### src/hdl/spi_pkg.sv
// constants for the serial port status and data buffer block
package spi_pkg;
  // ***********************************************
  // register map
  // ***********************************************
  localparam int         ADDR_W        = 8;
  localparam int         IDX_CTRL1     = 0;
  localparam int         IDX_CTRL2     = 1;
  localparam int         IDX_STATUS    = 3;
  localparam int         IDX_DATA_HI   = 4;
  localparam int         IDX_DATA_LO   = 5;
  localparam int         IDX_DATA_WORD = 6;
  localparam int         IDX_IRQ_STAT  = 8;
  localparam int         IDX_IRQ_MASK  = 9;
  localparam logic [7:0] ADDR_CTRL1     = 8'(IDX_CTRL1 * 4);
  localparam logic [7:0] ADDR_CTRL2     = 8'(IDX_CTRL2 * 4);
  localparam logic [7:0] ADDR_STATUS    = 8'(IDX_STATUS * 4);
  localparam logic [7:0] ADDR_DATA_HI   = 8'(IDX_DATA_HI * 4);
  localparam logic [7:0] ADDR_DATA_LO   = 8'(IDX_DATA_LO * 4);
  localparam logic [7:0] ADDR_DATA_WORD = 8'(IDX_DATA_WORD * 4);
  localparam logic [7:0] ADDR_IRQ_STAT  = 8'(IDX_IRQ_STAT * 4);
  localparam logic [7:0] ADDR_IRQ_MASK  = 8'(IDX_IRQ_MASK * 4);
  // ***********************************************
  // fields and reset values
  // ***********************************************
  localparam int          ST_RCF_BIT   = 7;
  localparam int          ST_TEF_BIT   = 5;
  localparam int          ST_MFF_BIT   = 4;
  localparam int          C1_MASTER    = 0;
  localparam int          C1_PIE       = 1;
  localparam int          C2_MFDE      = 0;
  localparam int          C2_WIDTH     = 1;
  localparam int          IRQ_RX       = 0;
  localparam int          IRQ_TX       = 1;
  localparam int          IRQ_MF       = 2;
  localparam int          IRQ_N        = 3;
  localparam logic [1:0]  CTRL_RST     = 2'h0;
  localparam logic [15:0] DATA_RST     = 16'h0000;
  localparam logic [2:0]  IRQ_RST      = 3'h0;
  localparam logic [1:0]  RESP_OKAY    = 2'h0;
  localparam logic [1:0]  RESP_SLVERR  = 2'h2;
  localparam logic [4:0]  BITS_BYTE    = 5'h08;
  localparam logic [4:0]  BITS_WORD    = 5'h10;
  // ***********************************************
  // link timing
  // ***********************************************
  localparam int CLK_KHZ      = 10000;
  localparam int SCK_HALF_NS  = 400;
  localparam int HALF_CYC     = (SCK_HALF_NS * CLK_KHZ) / 1000000;
  typedef enum logic [1:0] {
    ST_IDLE = 2'b01,
    ST_RUN  = 2'b10
  } eng_state_t;
endpackage

### src/hdl/spi_status_buffer.sv
// serial port status flags, data buffer, shift engine and bus slave
`timescale 1ns/1ns
module spi_status_buffer
  import spi_pkg::*;
#(
  parameter int HALF_CYC_P = HALF_CYC
) (
  input  wire logic        ref_clk_in,
  input  wire logic        nrst_in,
  input  wire logic [7:0]  awaddr_in,
  input  wire logic        awvalid_in,
  output logic             awready_out,
  input  wire logic [31:0] wdata_in,
  input  wire logic [3:0]  wstrb_in,
  input  wire logic        wvalid_in,
  output logic             wready_out,
  output logic [1:0]       bresp_out,
  output logic             bvalid_out,
  input  wire logic        bready_in,
  input  wire logic [7:0]  araddr_in,
  input  wire logic        arvalid_in,
  output logic             arready_out,
  output logic [31:0]      rdata_out,
  output logic [1:0]       rresp_out,
  output logic             rvalid_out,
  input  wire logic        rready_in,
  output logic             irq_out,
  input  wire logic        sck_in,
  output logic             sck_out,
  output logic             sck_oe_n_out,
  input  wire logic        mosi_in,
  output logic             mosi_out,
  output logic             mosi_oe_n_out,
  input  wire logic        miso_in,
  output logic             miso_out,
  output logic             miso_oe_n_out,
  input  wire logic        ss_n_in
);
  // ***********************************************
  // declarations
  // ***********************************************
  logic             awready_r, wready_r, bvalid_r, arready_r, rvalid_r;
  logic [1:0]       bresp_r, rresp_r;
  logic [7:0]       aw_addr_r;
  logic [31:0]      w_data_r, rdata_r, rdata_nxt;
  logic [3:0]       w_strb_r;
  logic             wr_fire, rd_fire, rd_ok;
  logic [1:0]       ctrl1_r, ctrl2_r;
  logic             rcf_r, tef_r, mff_r;
  logic             rx_armed_r, tx_armed_r, mf_armed_r;
  logic [15:0]      data_rx_r, held_r, tx_buf_r, shift_r, rx_word;
  logic             held_v_r, latch_r, sck_r;
  logic [7:0]       div_cnt_r;
  logic [4:0]       bit_cnt_r, nbits;
  eng_state_t       state_r;
  logic             sck_s1, sck_s2, sck_s3, ss_s1, ss_s2, ss_s3;
  logic             mosi_s1, mosi_s2, miso_s1, miso_s2;
  logic             master, wide_sel, fault, abort, tick, sh_rise, sh_fall;
  logic             last, xfer_start, xfer_done, out_bit, rx_clr;
  logic             rd_status, lo_read, hi_write, lo_write, wr_ctrl1;
  logic [IRQ_N-1:0] irq_stat_r, irq_mask_r, flags_d_r, flags;
  logic             irq_r, sck_o_r, sck_oe_r, mosi_o_r, mosi_oe_r;
  logic             miso_o_r, miso_oe_r;

  // ***********************************************
  // bus slave
  // ***********************************************
  assign wr_fire = !awready_r && !wready_r && !bvalid_r;
  assign rd_fire = arvalid_in && arready_r;

  always_ff @(posedge ref_clk_in or negedge nrst_in) begin
    if (!nrst_in) begin
      awready_r <= 1'b1;
      wready_r  <= 1'b1;
      bvalid_r  <= 1'b0;
      bresp_r   <= RESP_OKAY;
      aw_addr_r <= 8'h00;
      w_data_r  <= 32'h0000_0000;
      w_strb_r  <= 4'h0;
    end else begin
      if (awvalid_in && awready_r) begin
        awready_r <= 1'b0;
        aw_addr_r <= awaddr_in;
      end
      if (wvalid_in && wready_r) begin
        wready_r <= 1'b0;
        w_data_r <= wdata_in;
        w_strb_r <= wstrb_in;
      end
      if (wr_fire) begin
        bvalid_r <= 1'b1;
        case (aw_addr_r)
          ADDR_CTRL1, ADDR_CTRL2, ADDR_STATUS, ADDR_DATA_HI,
          ADDR_DATA_LO, ADDR_DATA_WORD, ADDR_IRQ_STAT,
          ADDR_IRQ_MASK: bresp_r <= RESP_OKAY;
          default:       bresp_r <= RESP_SLVERR;
        endcase
      end
      if (bvalid_r && bready_in) begin
        bvalid_r  <= 1'b0;
        awready_r <= 1'b1;
        wready_r  <= 1'b1;
      end
    end
  end

  always_comb begin
    rdata_nxt = 32'h0000_0000;
    rd_ok     = 1'b1;
    case (araddr_in)
      ADDR_CTRL1:     rdata_nxt = {30'h0, ctrl1_r};
      ADDR_CTRL2:     rdata_nxt = {30'h0, ctrl2_r};
      ADDR_STATUS:    rdata_nxt = {24'h0, rcf_r, 1'b0, tef_r, mff_r,
                                   4'h0};
      ADDR_DATA_HI:   rdata_nxt = {24'h0, data_rx_r[15:8]};
      ADDR_DATA_LO:   rdata_nxt = {24'h0, data_rx_r[7:0]};
      ADDR_DATA_WORD: rdata_nxt = {16'h0, data_rx_r};
      ADDR_IRQ_STAT:  rdata_nxt = {29'h0, irq_stat_r};
      ADDR_IRQ_MASK:  rdata_nxt = {29'h0, irq_mask_r};
      default:        rd_ok     = 1'b0;
    endcase
  end

  always_ff @(posedge ref_clk_in or negedge nrst_in) begin
    if (!nrst_in) begin
      arready_r <= 1'b1;
      rvalid_r  <= 1'b0;
      rdata_r   <= 32'h0000_0000;
      rresp_r   <= RESP_OKAY;
    end else if (rd_fire) begin
      arready_r <= 1'b0;
      rvalid_r  <= 1'b1;
      rdata_r   <= rdata_nxt;
      rresp_r   <= rd_ok ? RESP_OKAY : RESP_SLVERR;
    end else if (rvalid_r && rready_in) begin
      rvalid_r  <= 1'b0;
      arready_r <= 1'b1;
    end
  end

  // access decode; status writes fall through unused
  assign rd_status = rd_fire && araddr_in == ADDR_STATUS;
  assign lo_read   = rd_fire && (araddr_in == ADDR_DATA_LO ||
                                 araddr_in == ADDR_DATA_WORD);
  assign hi_write  = wr_fire && w_strb_r[1] && aw_addr_r == ADDR_DATA_WORD
                     || wr_fire && w_strb_r[0] && aw_addr_r == ADDR_DATA_HI;
  assign lo_write  = wr_fire && w_strb_r[0] &&
                     (aw_addr_r == ADDR_DATA_LO ||
                      aw_addr_r == ADDR_DATA_WORD);
  assign wr_ctrl1  = wr_fire && w_strb_r[0] && aw_addr_r == ADDR_CTRL1;

  // ***********************************************
  // pin synchronisers
  // ***********************************************
  always_ff @(posedge ref_clk_in or negedge nrst_in) begin
    if (!nrst_in) begin
      {sck_s1, sck_s2, sck_s3}  <= 3'h0;
      {ss_s1, ss_s2, ss_s3}     <= 3'h7;
      {mosi_s1, mosi_s2}        <= 2'h0;
      {miso_s1, miso_s2}        <= 2'h0;
    end else begin
      {sck_s1, sck_s2, sck_s3}  <= {sck_in, sck_s1, sck_s2};
      {ss_s1, ss_s2, ss_s3}     <= {ss_n_in, ss_s1, ss_s2};
      {mosi_s1, mosi_s2}        <= {mosi_in, mosi_s1};
      {miso_s1, miso_s2}        <= {miso_in, miso_s1};
    end
  end

  // ***********************************************
  // shift engine
  // ***********************************************
  assign master  = ctrl1_r[C1_MASTER];
  assign wide_sel = ctrl2_r[C2_WIDTH];
  assign nbits   = wide_sel ? BITS_WORD : BITS_BYTE;
  assign fault   = master && ctrl2_r[C2_MFDE] && ss_s3 && !ss_s2;
  assign abort   = master ? fault : ss_s2;
  assign tick    = div_cnt_r == 8'h00;
  assign sh_rise = master ? (tick && !sck_r) : (sck_s2 && !sck_s3);
  assign sh_fall = master ? (tick && sck_r) : (!sck_s2 && sck_s3);
  assign last    = bit_cnt_r == nbits - 5'h01;
  assign out_bit = wide_sel ? shift_r[15] : shift_r[7];
  assign xfer_start = state_r == ST_IDLE &&
                      (master ? (!tef_r && !fault) : !ss_s2);
  assign xfer_done  = state_r == ST_RUN && !abort && sh_fall && last;
  assign rx_word    = wide_sel ? {shift_r[14:0], latch_r}
                               : {8'h00, shift_r[6:0], latch_r};

  always_ff @(posedge ref_clk_in or negedge nrst_in) begin
    if (!nrst_in) begin
      state_r   <= ST_IDLE;
      bit_cnt_r <= 5'h00;
      shift_r   <= DATA_RST;
      latch_r   <= 1'b0;
      sck_r     <= 1'b0;
      div_cnt_r <= 8'h00;
    end else begin
      case (state_r)
        ST_IDLE: begin
          sck_r     <= 1'b0;
          div_cnt_r <= 8'(HALF_CYC_P - 1);
          if (xfer_start) begin
            state_r   <= ST_RUN;
            bit_cnt_r <= 5'h00;
            shift_r   <= tef_r ? DATA_RST : tx_buf_r;
          end
        end
        ST_RUN: begin
          if (abort) begin
            state_r <= ST_IDLE;
          end else begin
            if (master && tick) begin
              div_cnt_r <= 8'(HALF_CYC_P - 1);
              sck_r     <= !sck_r;
            end else if (master) begin
              div_cnt_r <= div_cnt_r - 8'h01;
            end
            if (sh_rise) begin
              latch_r <= master ? miso_s2 : mosi_s2;
            end
            if (sh_fall) begin
              shift_r   <= {shift_r[14:0], latch_r};
              bit_cnt_r <= bit_cnt_r + 5'h01;
              if (last) begin
                state_r <= ST_IDLE;
              end
            end
          end
        end
        default: state_r <= ST_IDLE;
      endcase
    end
  end

  // ***********************************************
  // receive buffer
  // ***********************************************
  assign rx_clr = lo_read && rx_armed_r;

  always_ff @(posedge ref_clk_in or negedge nrst_in) begin
    if (!nrst_in) begin
      rcf_r      <= 1'b0;
      rx_armed_r <= 1'b0;
      data_rx_r  <= DATA_RST;
      held_r     <= DATA_RST;
      held_v_r   <= 1'b0;
    end else begin
      if (rd_status) begin
        rx_armed_r <= rcf_r;
      end else if (lo_read) begin
        rx_armed_r <= 1'b0;
      end
      if (rx_clr) begin
        if (held_v_r) begin
          data_rx_r <= held_r;
          held_v_r  <= xfer_done;
          if (xfer_done) begin
            held_r <= rx_word;
          end
        end else if (xfer_done) begin
          data_rx_r <= rx_word;
        end else begin
          rcf_r <= 1'b0;
        end
      end else if (xfer_done) begin
        if (!rcf_r) begin
          data_rx_r <= rx_word;
          rcf_r     <= 1'b1;
        end else begin
          held_r   <= rx_word;
          held_v_r <= 1'b1;
        end
      end else if (xfer_start) begin
        held_v_r <= 1'b0;
      end
    end
  end

  // ***********************************************
  // transmit buffer
  // ***********************************************
  always_ff @(posedge ref_clk_in or negedge nrst_in) begin
    if (!nrst_in) begin
      tef_r      <= 1'b1;
      tx_armed_r <= 1'b0;
      tx_buf_r   <= DATA_RST;
    end else begin
      if (rd_status) begin
        tx_armed_r <= tef_r;
      end
      if (tef_r) begin
        if (hi_write) begin
          tx_buf_r[15:8] <= w_data_r[15:8] & {8{aw_addr_r ==
                            ADDR_DATA_WORD}} | w_data_r[7:0] &
                            {8{aw_addr_r == ADDR_DATA_HI}};
        end
        if (lo_write && tx_armed_r) begin
          tx_buf_r[7:0] <= w_data_r[7:0];
          tef_r         <= 1'b0;
          tx_armed_r    <= 1'b0;
        end
      end else if (xfer_start) begin
        // word moved to shift register, slave side too
        tef_r <= 1'b1;
      end
    end
  end

  // ***********************************************
  // control and mode fault
  // ***********************************************
  always_ff @(posedge ref_clk_in or negedge nrst_in) begin
    if (!nrst_in) begin
      ctrl1_r    <= CTRL_RST;
      ctrl2_r    <= CTRL_RST;
      mff_r      <= 1'b0;
      mf_armed_r <= 1'b0;
    end else begin
      if (rd_status) begin
        mf_armed_r <= mff_r;
      end
      if (wr_ctrl1) begin
        ctrl1_r <= w_data_r[1:0];
      end
      if (wr_fire && w_strb_r[0] && aw_addr_r == ADDR_CTRL2) begin
        ctrl2_r <= w_data_r[1:0];
      end
      if (fault) begin
        mff_r              <= 1'b1;
        ctrl1_r[C1_MASTER] <= 1'b0;
      end else if (wr_ctrl1 && mf_armed_r) begin
        mff_r      <= 1'b0;
        mf_armed_r <= 1'b0;
      end
    end
  end

  // ***********************************************
  // interrupts
  // ***********************************************
  assign flags = {mff_r, tef_r, rcf_r};

  always_ff @(posedge ref_clk_in or negedge nrst_in) begin
    if (!nrst_in) begin
      flags_d_r  <= IRQ_RST;
      // tx empty idles high, so no false rise after reset
      flags_d_r[IRQ_TX] <= 1'b1;
      irq_stat_r <= IRQ_RST;
      irq_mask_r <= IRQ_RST;
      irq_r      <= 1'b0;
    end else begin
      flags_d_r  <= flags;
      if (wr_fire && w_strb_r[0] && aw_addr_r == ADDR_IRQ_STAT) begin
        irq_stat_r <= irq_stat_r & ~w_data_r[IRQ_N-1:0] |
                      flags & ~flags_d_r;
      end else begin
        irq_stat_r <= irq_stat_r | flags & ~flags_d_r;
      end
      if (wr_fire && w_strb_r[0] && aw_addr_r == ADDR_IRQ_MASK) begin
        irq_mask_r <= w_data_r[IRQ_N-1:0];
      end
      irq_r <= ctrl1_r[C1_PIE] && |(irq_stat_r & irq_mask_r);
    end
  end

  // ***********************************************
  // pin drivers
  // ***********************************************
  always_ff @(posedge ref_clk_in or negedge nrst_in) begin
    if (!nrst_in) begin
      {sck_o_r, mosi_o_r, miso_o_r}    <= 3'h0;
      {sck_oe_r, mosi_oe_r, miso_oe_r} <= 3'h7;
    end else begin
      sck_o_r   <= sck_r;
      sck_oe_r  <= !master;
      mosi_o_r  <= out_bit;
      mosi_oe_r <= !master;
      miso_o_r  <= out_bit;
      miso_oe_r <= master || ss_s2;
    end
  end

  assign awready_out   = awready_r;
  assign wready_out    = wready_r;
  assign bvalid_out    = bvalid_r;
  assign bresp_out     = bresp_r;
  assign arready_out   = arready_r;
  assign rvalid_out    = rvalid_r;
  assign rdata_out     = rdata_r;
  assign rresp_out     = rresp_r;
  assign irq_out       = irq_r;
  assign sck_out       = sck_o_r;
  assign sck_oe_n_out  = sck_oe_r;
  assign mosi_out      = mosi_o_r;
  assign mosi_oe_n_out = mosi_oe_r;
  assign miso_out      = miso_o_r;
  assign miso_oe_n_out = miso_oe_r;
endmodule

### config.mk
export PLATFORM = sky130hd
export DESIGN_NAME = spi_status_buffer
export DESIGN_NICKNAME = d
export VERILOG_FILES = /design/src/hdl/spi_pkg.sv /design/src/hdl/spi_status_buffer.sv
export SDC_FILE = /design/constraint.sdc
export NUM_CORES = 1
export LEC_CHECK = 0
export BUFFER_PORTS_ARGS = -buffer_cell sky130_fd_sc_hd__buf_2
export CAP_MARGIN = 10
export CORE_ASPECT_RATIO = 2
export CORE_MARGIN = 1
export CORE_UTILIZATION = 55
export CTS_CLUSTER_SIZE = 16
export DETAILED_ROUTE_END_ITERATION = 16
export PLACE_DENSITY = 0.77
export SLEW_MARGIN = 20
export SYNTH_ARGS = -nofsm -noshare
export SYNTH_HDL_FRONTEND = slang
export SYNTH_SLANG_ARGS = --single-unit
### constraint.sdc
create_clock -name ref_clk_in -period 4.8 [get_ports ref_clk_in]
set_input_delay 0 -clock ref_clk_in [delete_from_list [all_inputs] [get_ports ref_clk_in]]
set_output_delay 0 -clock ref_clk_in [all_outputs]
set_load 0.05 [all_outputs]
==> qor.txt, run 1 <==
Critical Path End Type: flop
RSZ-0062 raised after global routing: no
Final max-slew violation count: 0
Clk_lat worst skew: 410 ps
Seq/Total Area, Yosys: 54.2%
Setup Skew: 13.0 ps
GRT Residual Overflow: 0
Data arrival, critical path: 3440 ps
CP Data Required Time: 5100 ps
Synth Flop Type: dfrtp_1
Post-DRT Antenna Nets: 0
Initial Util: 56.6%
Synthesized area: 7650 µm²
Final GP Congestion: 0.812
Drc violations: 0
Number of clock sinks: 165
Fraction of registers with async set/reset: 100%
CTS tree: built
Type of the worst setup path: flop to flop
Worst-Margin Slew: 985 ps
WL final: 15,400 µm
Antenna cells: 0
Yosys reg bits: 165
Maximum clock rate: 319 MHz
Area Overhead vs Synth: 17.9%
Final hold vios: 0
Max Cap Viol: 0
FF-to-FF End: data_rx_r[7]$_DFFE_PN0P_
# IOs: 111
Setup TNS: 0 ps
Num CTS Buffers: 17
Deepest clock path buffer count: 2
First-pass GRT wire length: 26,300 µm
Pleak: 0.00421 µW
Slew HR: 34.3%
Number of global-route vias before repair: 5,455
CTS root buf: clkbuf_16
Setup violators final: 0
Die Wd: 85.4 µm
Synth area leader: dfrtp_1
Synth area leaders: dfrtp_1, mux2_2, dfstp_2, a22o_1, a21oi_1
Worst hold start: araddr_in[3]
Detailed router's first-iteration violation count: 258
Tmin final: 3140 ps
H-tree levels: 4
Post-synth top area share: 50.4%
Hold EP: rx_armed_r$_DFFE_PN0P_
Inst Count DP: 845
Reg2Reg Setup Slack: 1660 ps
Worst vdd ir: 0.373 mV
Share of layout cells above drive strength 1: 30.8%
GRT Total Usage: 23.1%
Die area: 14,400 µm²
Post-Syn Instances: 642
Reg2Reg Depth: 7
Synth warn: 0
Dpl hpwl: 10,500 µm
Core ar.: 13,500 µm²
Setup bufs post-CTS: 0
Pre-antenna DRT Iters: 5
Final Non-Filler Cells: 919
Nets: 818
Hold Path Class: input pin to flop
Final period utilization: 65.4%
Pin count of the biggest net entering global routing: 126
Critical-path maximum fanout: 13
Post-Syn Area per Cell: 11.9 µm²
Power density over the cells: 458 nW/µm²
PortBufs: 74
R2R Path Start: ctrl1_r[0]$_DFFE_PN0P_
Synth cell types: 65
Worst Hold Path Cells: 2
Drt wl/cell: 16.8 µm
Via density: 5.77
Die H: 169 µm
Initial antenna violation count: 0
Status: finished clean
Worst-path clk slew: 70 ps
Row count: 60
Post-synth EDFFs: 0
CP startpoint kind: flop
Via count: 5,302
## sequential cells by signal, summed over array words and instances, names as in the netlist, 5 cells and up
register,count
data_rx_r,16
held_r,16
rdata_out,16
shift_r,16
tx_buf_r,16
w_data_r,16
aw_addr_r,8
div_cnt_r,8
bit_cnt_r,5
## where the power goes
group	leakage, µW	total [µW]	switching [µW]	internal [µW]
Sequential	0.00211	1930	268	1660
Combinational	0.00184	927	540	387
Clock	0.000255	1270	554	717
Total	0.00421	4130	1360	2760
## cell families after synthesis
| logic type | Yosys count | synth area share (%) |
|---|---|---|
| multiplexers | 113 | 16.9 |
| AND/OR/NAND/NOR | 163 | 11.7 |
| flip-flops | 165 | 54.2 |
| other | 1 | 0.0490 |
| adder cells (fa/ha/maj) | 5 | 0.785 |
| AO/OA/AOI/OAI | 122 | 10.7 |
| XOR/XNOR | 11 | 1.26 |
| buffers and inverters | 62 | 4.42 |
## cell usage in the layout, fill, tap and decap left out, types with 6 or more instances in the layout
cell | synthesis | final
mux2_4 | 8 | 8
dfstp_2 | 11 | 11
mux2_2 | 90 | 90
nand3_1 | 7 | 7
nand2_1 | 36 | 36
inv_1 | 15 | 15
nor2_1 | 44 | 44
dlygate4sd3_1 | 0 | 41
nor3_1 | 10 | 10
a21oi_1 | 41 | 41
clkinvlp_4 | 0 | 6
mux2i_1 | 14 | 14
clkbuf_16 | 0 | 17
nor3b_1 | 18 | 18
o21ai_0 | 25 | 25
and2_1 | 11 | 11
dfrtp_1 | 154 | 154
buf_2 | 4 | 73
a22o_1 | 26 | 26
conb_1 | 1 | 18
xor2_1 | 8 | 8
## worst max-delay path, cell delays in order, from the launching register on
cell       delay (ps)
dfrtp_1           550
and4b_1           340
a21oi_1           550
nand4_1           240
ha_1              270
a2111oi_4         410
buf_4             300
mux2_2            360
## what timing repair did
item | CTS | global route
resized for setup | 0 | 0
hold buffers | 41 | 0
hold endpoints to repair | 150 | 0
## metal layers
metal / global-route usage, % / share of wire (%) / vias to the layer above / wire length [µm]
li1: - / - / 2493 / -
met1: 26.3 / 39 / 2631 / 5950
met2: 42.9 / 56 / 153 / 8640
met3: 3.51 / 3.2 / 25 / 501
met4: 9.28 / 2.3 / 0 / 355
met5: 0 / 0 / - / 0
## layout make-up
type	instances	area [µm²]
fill	981	4490
inverter	15	56.3
tap	155	194
clock inverter	14	129
sequential	165	4140
multi-input combinational	432	3240
timing repair buffer	120	827
clock buffer	18	429
## how the worst max path moves through the flow
stage / from / end
after floorplan: div_cnt_r[0]$_DFFE_PN0P_ / data_rx_r[10]$_DFFE_PN0P_
after global placement: ctrl1_r[0]$_DFFE_PN0P_ / data_rx_r[11]$_DFFE_PN0P_
after detailed placement: ctrl1_r[0]$_DFFE_PN0P_ / data_rx_r[8]$_DFFE_PN0P_
after CTS: ctrl1_r[0]$_DFFE_PN0P_ / data_rx_r[7]$_DFFE_PN0P_
after global routing: ctrl1_r[0]$_DFFE_PN0P_ / data_rx_r[15]$_DFFE_PN0P_
final: ctrl1_r[0]$_DFFE_PN0P_ / data_rx_r[7]$_DFFE_PN0P_
## cells in the mapped netlist, drive strengths merged, types with 2 or more instances
master   count
nand3b       2
nor3b       19
mux2        98
xnor2        3
a22oi        4
dfstp       11
nor4b        2
a21oi       42
nor3        10
nand4        5
inv         15
nand3        7
a22o        26
and2        11
a21o         6
o21ai       25
buf         29
clkbuf      18
xor2         8
or4          2
nor2b        4
nand2       36
mux2i       14
dfrtp      154
a2bb2oi      2
o31ai        3
and3         3
nor4         5
nand2b       4
nor2        44
ha           4
a31oi        3
or2          2
and4b        2
## stage by stage
stage          hold slack (ps)  worst slack [ps]  instance area [µm²]  util [%]  power [µW]
3_3_place_gp               106              1600                 8040      59.5        2780
2_1_floorplan             -296              2170                 7710         -        2590
5_1_grt                   54.7              1470                 9020      66.8        4330
3_5_place_dp               110              1450                 8040      59.5        2830
4_1_cts                   46.5              1460                 9010      66.7        4150
6_report                  58.7              1660                 9020      66.8        4130
No activity file was read; power rests on OpenSTA's default activity.
==> run 2, diff against run 1 <==
--- a/config.mk
+++ b/config.mk
@@ -5,6 +5,7 @@
 export SDC_FILE = /design/constraint.sdc
 export NUM_CORES = 1
 export LEC_CHECK = 0
+export ABC_AREA = 1
 export BUFFER_PORTS_ARGS = -buffer_cell sky130_fd_sc_hd__buf_2
 export CAP_MARGIN = 10
 export CORE_ASPECT_RATIO = 2
==> constraint.sdc (replaced) <==
create_clock -name ref_clk_in -period 2.95 [get_ports ref_clk_in]
set_input_delay 0 -clock ref_clk_in [delete_from_list [all_inputs] [get_ports ref_clk_in]]
set_output_delay 0 -clock ref_clk_in [all_outputs]
set_load 0.05 [all_outputs]
==> qor.txt, run 2 <==
Max Cap Viol: 0 (unchanged)
Yosys reg bits: 165 (unchanged)
Synth warn: 0 (unchanged)
Post-DRT Antenna Nets: 0 (unchanged)
Area Overhead vs Synth: 17.0%
Synth Flop Type: dfrtp_1
Post-synth top area share: 47.1% (-3.3 points)
CTS root buf: clkbuf_16
Worst-Margin Slew: 902 ps (-82.7 ps)
Worst-path clk slew: 70 ps (about the same)
Row count: 62 (+3.3%)
WL final: 19,100 µm (+24%)
Slew HR: 39.7% (+5.4 points)
Initial Util: 56.7% (+0.11 points)
Pin count of the biggest net entering global routing: 77 (-39%)
Cell area after layout: 9580 µm² (+6.2%)
Pleak: 0.00496 µW (+18%)
Setup TNS: 0 ps (unchanged)
Post-Syn Instances: 1,008 (+57%)
CP Data Required Time: 3280 ps (-1820 ps)
Final hold vios: 0 (unchanged)
Setup violators final: 0 (unchanged)
Number of clock sinks: 165 (unchanged)
Fraction of registers with async set/reset: 100% (unchanged)
Antenna cells: 0 (unchanged)
# IOs: 111 (unchanged)
Data arrival, critical path: 2690 ps (-750 ps)
Final period utilization: 80.1% (+15 points)
Number of global-route vias before repair: 6,953 (+27%)
Maximum clock rate: 423 MHz (+33%)
Synth cell types: 45 (-31%)
Hold Path Class: input pin to flop
Synth area leaders: dfrtp_1, nand2_1, nand3_1, o21ai_0, inv_1
Most frequent cells in the layout: nand2_1, dfrtp_1, inv_1
Post-synth EDFFs: 0 (unchanged)
Type of the worst setup path: flop to flop
Nets: 1,183 (+45%)
First-pass GRT wire length: 32,600 µm (+24%)
Critical Path End Type: flop
CP startpoint kind: flop
Most frequent cell after synthesis: nand2_1
Setup Skew: 9.98 ps (-3.06 ps)
GRT Residual Overflow: 0 (unchanged)
Seq/Total Area, Yosys: 50.6% (-3.5 points)
Synthesized area: 8180 µm² (+7.0%)
Tmin final: 2360 ps (-775 ps)
Synth area leader: dfrtp_1
Detailed router's first-iteration violation count: 334 (+29%)
Via count: 6,910 (+30%)
Post-Syn Area per Cell: 8.12 µm² (-32%)
Die area: 15,400 µm² (+6.9%)
RSZ-0062 raised after global routing: no
Final max-slew violation count: 0 (unchanged)
Top cells by count, synth: nand2_1, dfrtp_1, inv_1
Via density: 5.23 (-9.3%)
Most common cell after layout, fill and taps aside: nand2_1
CP startpoint: div_cnt_r[0]$_DFFE_PN0P_
CTS tree: built
Worst vdd ir: 0.565 mV (+52%)
Power density over the cells: 665 nW/µm² (+45%)
Status: finished clean
Pre-antenna DRT Iters: 5 (unchanged)
Final GP Congestion: 0.866 (+6.7%)
Num CTS Buffers: 17 (unchanged)
Resized Gates After CTS: 0 (unchanged)
GRT Total Usage: 27.5% (+4.3 points)
Initial antenna violation count: 0 (unchanged)
Deepest clock path buffer count: 2 (unchanged)
Post-placement cell area: 8630 µm² (+7.4%)
PortBufs: 74 (unchanged)
Die Wd: 88.3 µm (+3.3%)
Drc violations: 0 (unchanged)
Die H: 175 µm (+3.4%)
Share of layout cells above drive strength 1: 17.4% (-13 points)
R2R Path Start: div_cnt_r[0]$_DFFE_PN0P_
Critical-path maximum fanout: 17 (+4)
Core ar.: 14,400 µm² (+6.8%)
Dpl hpwl: 13,100 µm (+25%)
Worst hold start: araddr_in[4]
Clk_lat worst skew: 430 ps (+20 ps)
H-tree levels: 4 (unchanged)
Number of fill cells: 1,211 (+23%)
Drt wl/cell: 14.5 µm (-14%)
[run 2: cell types whose count changed after synthesis, moves of 20 or more]
cell	before	now
o21ai_0	25	61
nand4_1	4	24
nand2_1	36	334
nor2_1	44	65
inv_1	15	81
nand3_1	7	79
a22o_1	26	0
mux2_2	90	5
[run 2: final cells by class]
class,count,area (µm²),share of cell area (%)
sequential,165,4140,43.3
clock inverter,12,121,1.27
clock buffer,19,443,4.62
tap,192,240,2.51
inverter,92,345,3.61
multi-input combinational,711,3400,35.5
timing repair buffer,129,885,9.24
[run 2: worst paths after layout]
kind | slack (ps) | to | cells past startpoint
max | 590 | data_rx_r[8]$_DFFE_PN0P_ | 12
min | 50 | rx_armed_r$_DFFE_PN0P_ | 4
max reg2reg | 590 | data_rx_r[8]$_DFFE_PN0P_ | 12
min reg2reg | 350 | mosi_s2$_DFF_PN0_ | 0
max in group asynchronous | 1920 | ss_s2$_DFF_PN1_ | 3
min in group asynchronous | 170 | rdata_out[2]$_DFFE_PN0N_ | 2
[run 2: per-stage QoR]
step / hold slack (ps) / utilization (%) / total power, µW / instances / setup WS (ps)
floorplan: -296 / - / 3850 / 1025 / 550
global placement: 66.1 / 59.8 / 4150 / 1251 / 659
detailed placement: 72.4 / 59.8 / 4190 / 1251 / 592
CTS: 15.8 / 66.4 / 6380 / 1320 / 583
global route: 71.4 / 66.4 / 6690 / 1320 / 356
finish: 47.7 / 66.4 / 6370 / 1320 / 587
[run 2: critical path, cell delays in order (launching register included)]
cell and delay, ps:
dfrtp_1 360, inv_1 140, ha_1 190, nand2_2 50
nor2_2 140, nand3_2 100, nand2_2 130, nand3_2 130
ha_1 240, a21oi_4 390, nand2_4 220, nand2_1 120
nand2_1 50
[run 2: power by group]
group / switching [µW] / internal [µW] / leakage (µW)
registers: 181 / 2560 / 0.00213
clock network: 939 / 1190 / 0.000263
logic: 1100 / 398 / 0.00256
[run 2: layer usage]
metal  routed length (µm)  track usage, %  vias to the layer above
met1                 7100            28.9                     3230
met5                    0               0                        -
li1                     -               -                     3424
met4                  866            15.1                        0
met2                10500            49.8                      194
met3                  660            4.84                       62
[run 2: kinds of logic (layout without fill, tap and decap cells)]
| kind of cell | after synthesis | after routing | synth area share [%] |
|---|---|---|---|
| compound gates | 134 | 134 | 9.56 |
| xor+xnor | 6 | 6 | 0.642 |
| fa+ha+maj | 4 | 4 | 0.612 |
| buf+inv | 149 | 252 | 8.61 |
| flops | 165 | 165 | 50.6 |
| mux | 6 | 6 | 0.810 |
| other cells | 1 | 18 | 0.0458 |
| simple gates | 543 | 543 | 29.1 |
[run 2: what timing repair did]
item	4_1_cts	5_1_grt
endpoints found under the hold margin	103	0
endpoints found under the setup margin	0	0
setup buffers	0	0
hold buffers	38	0
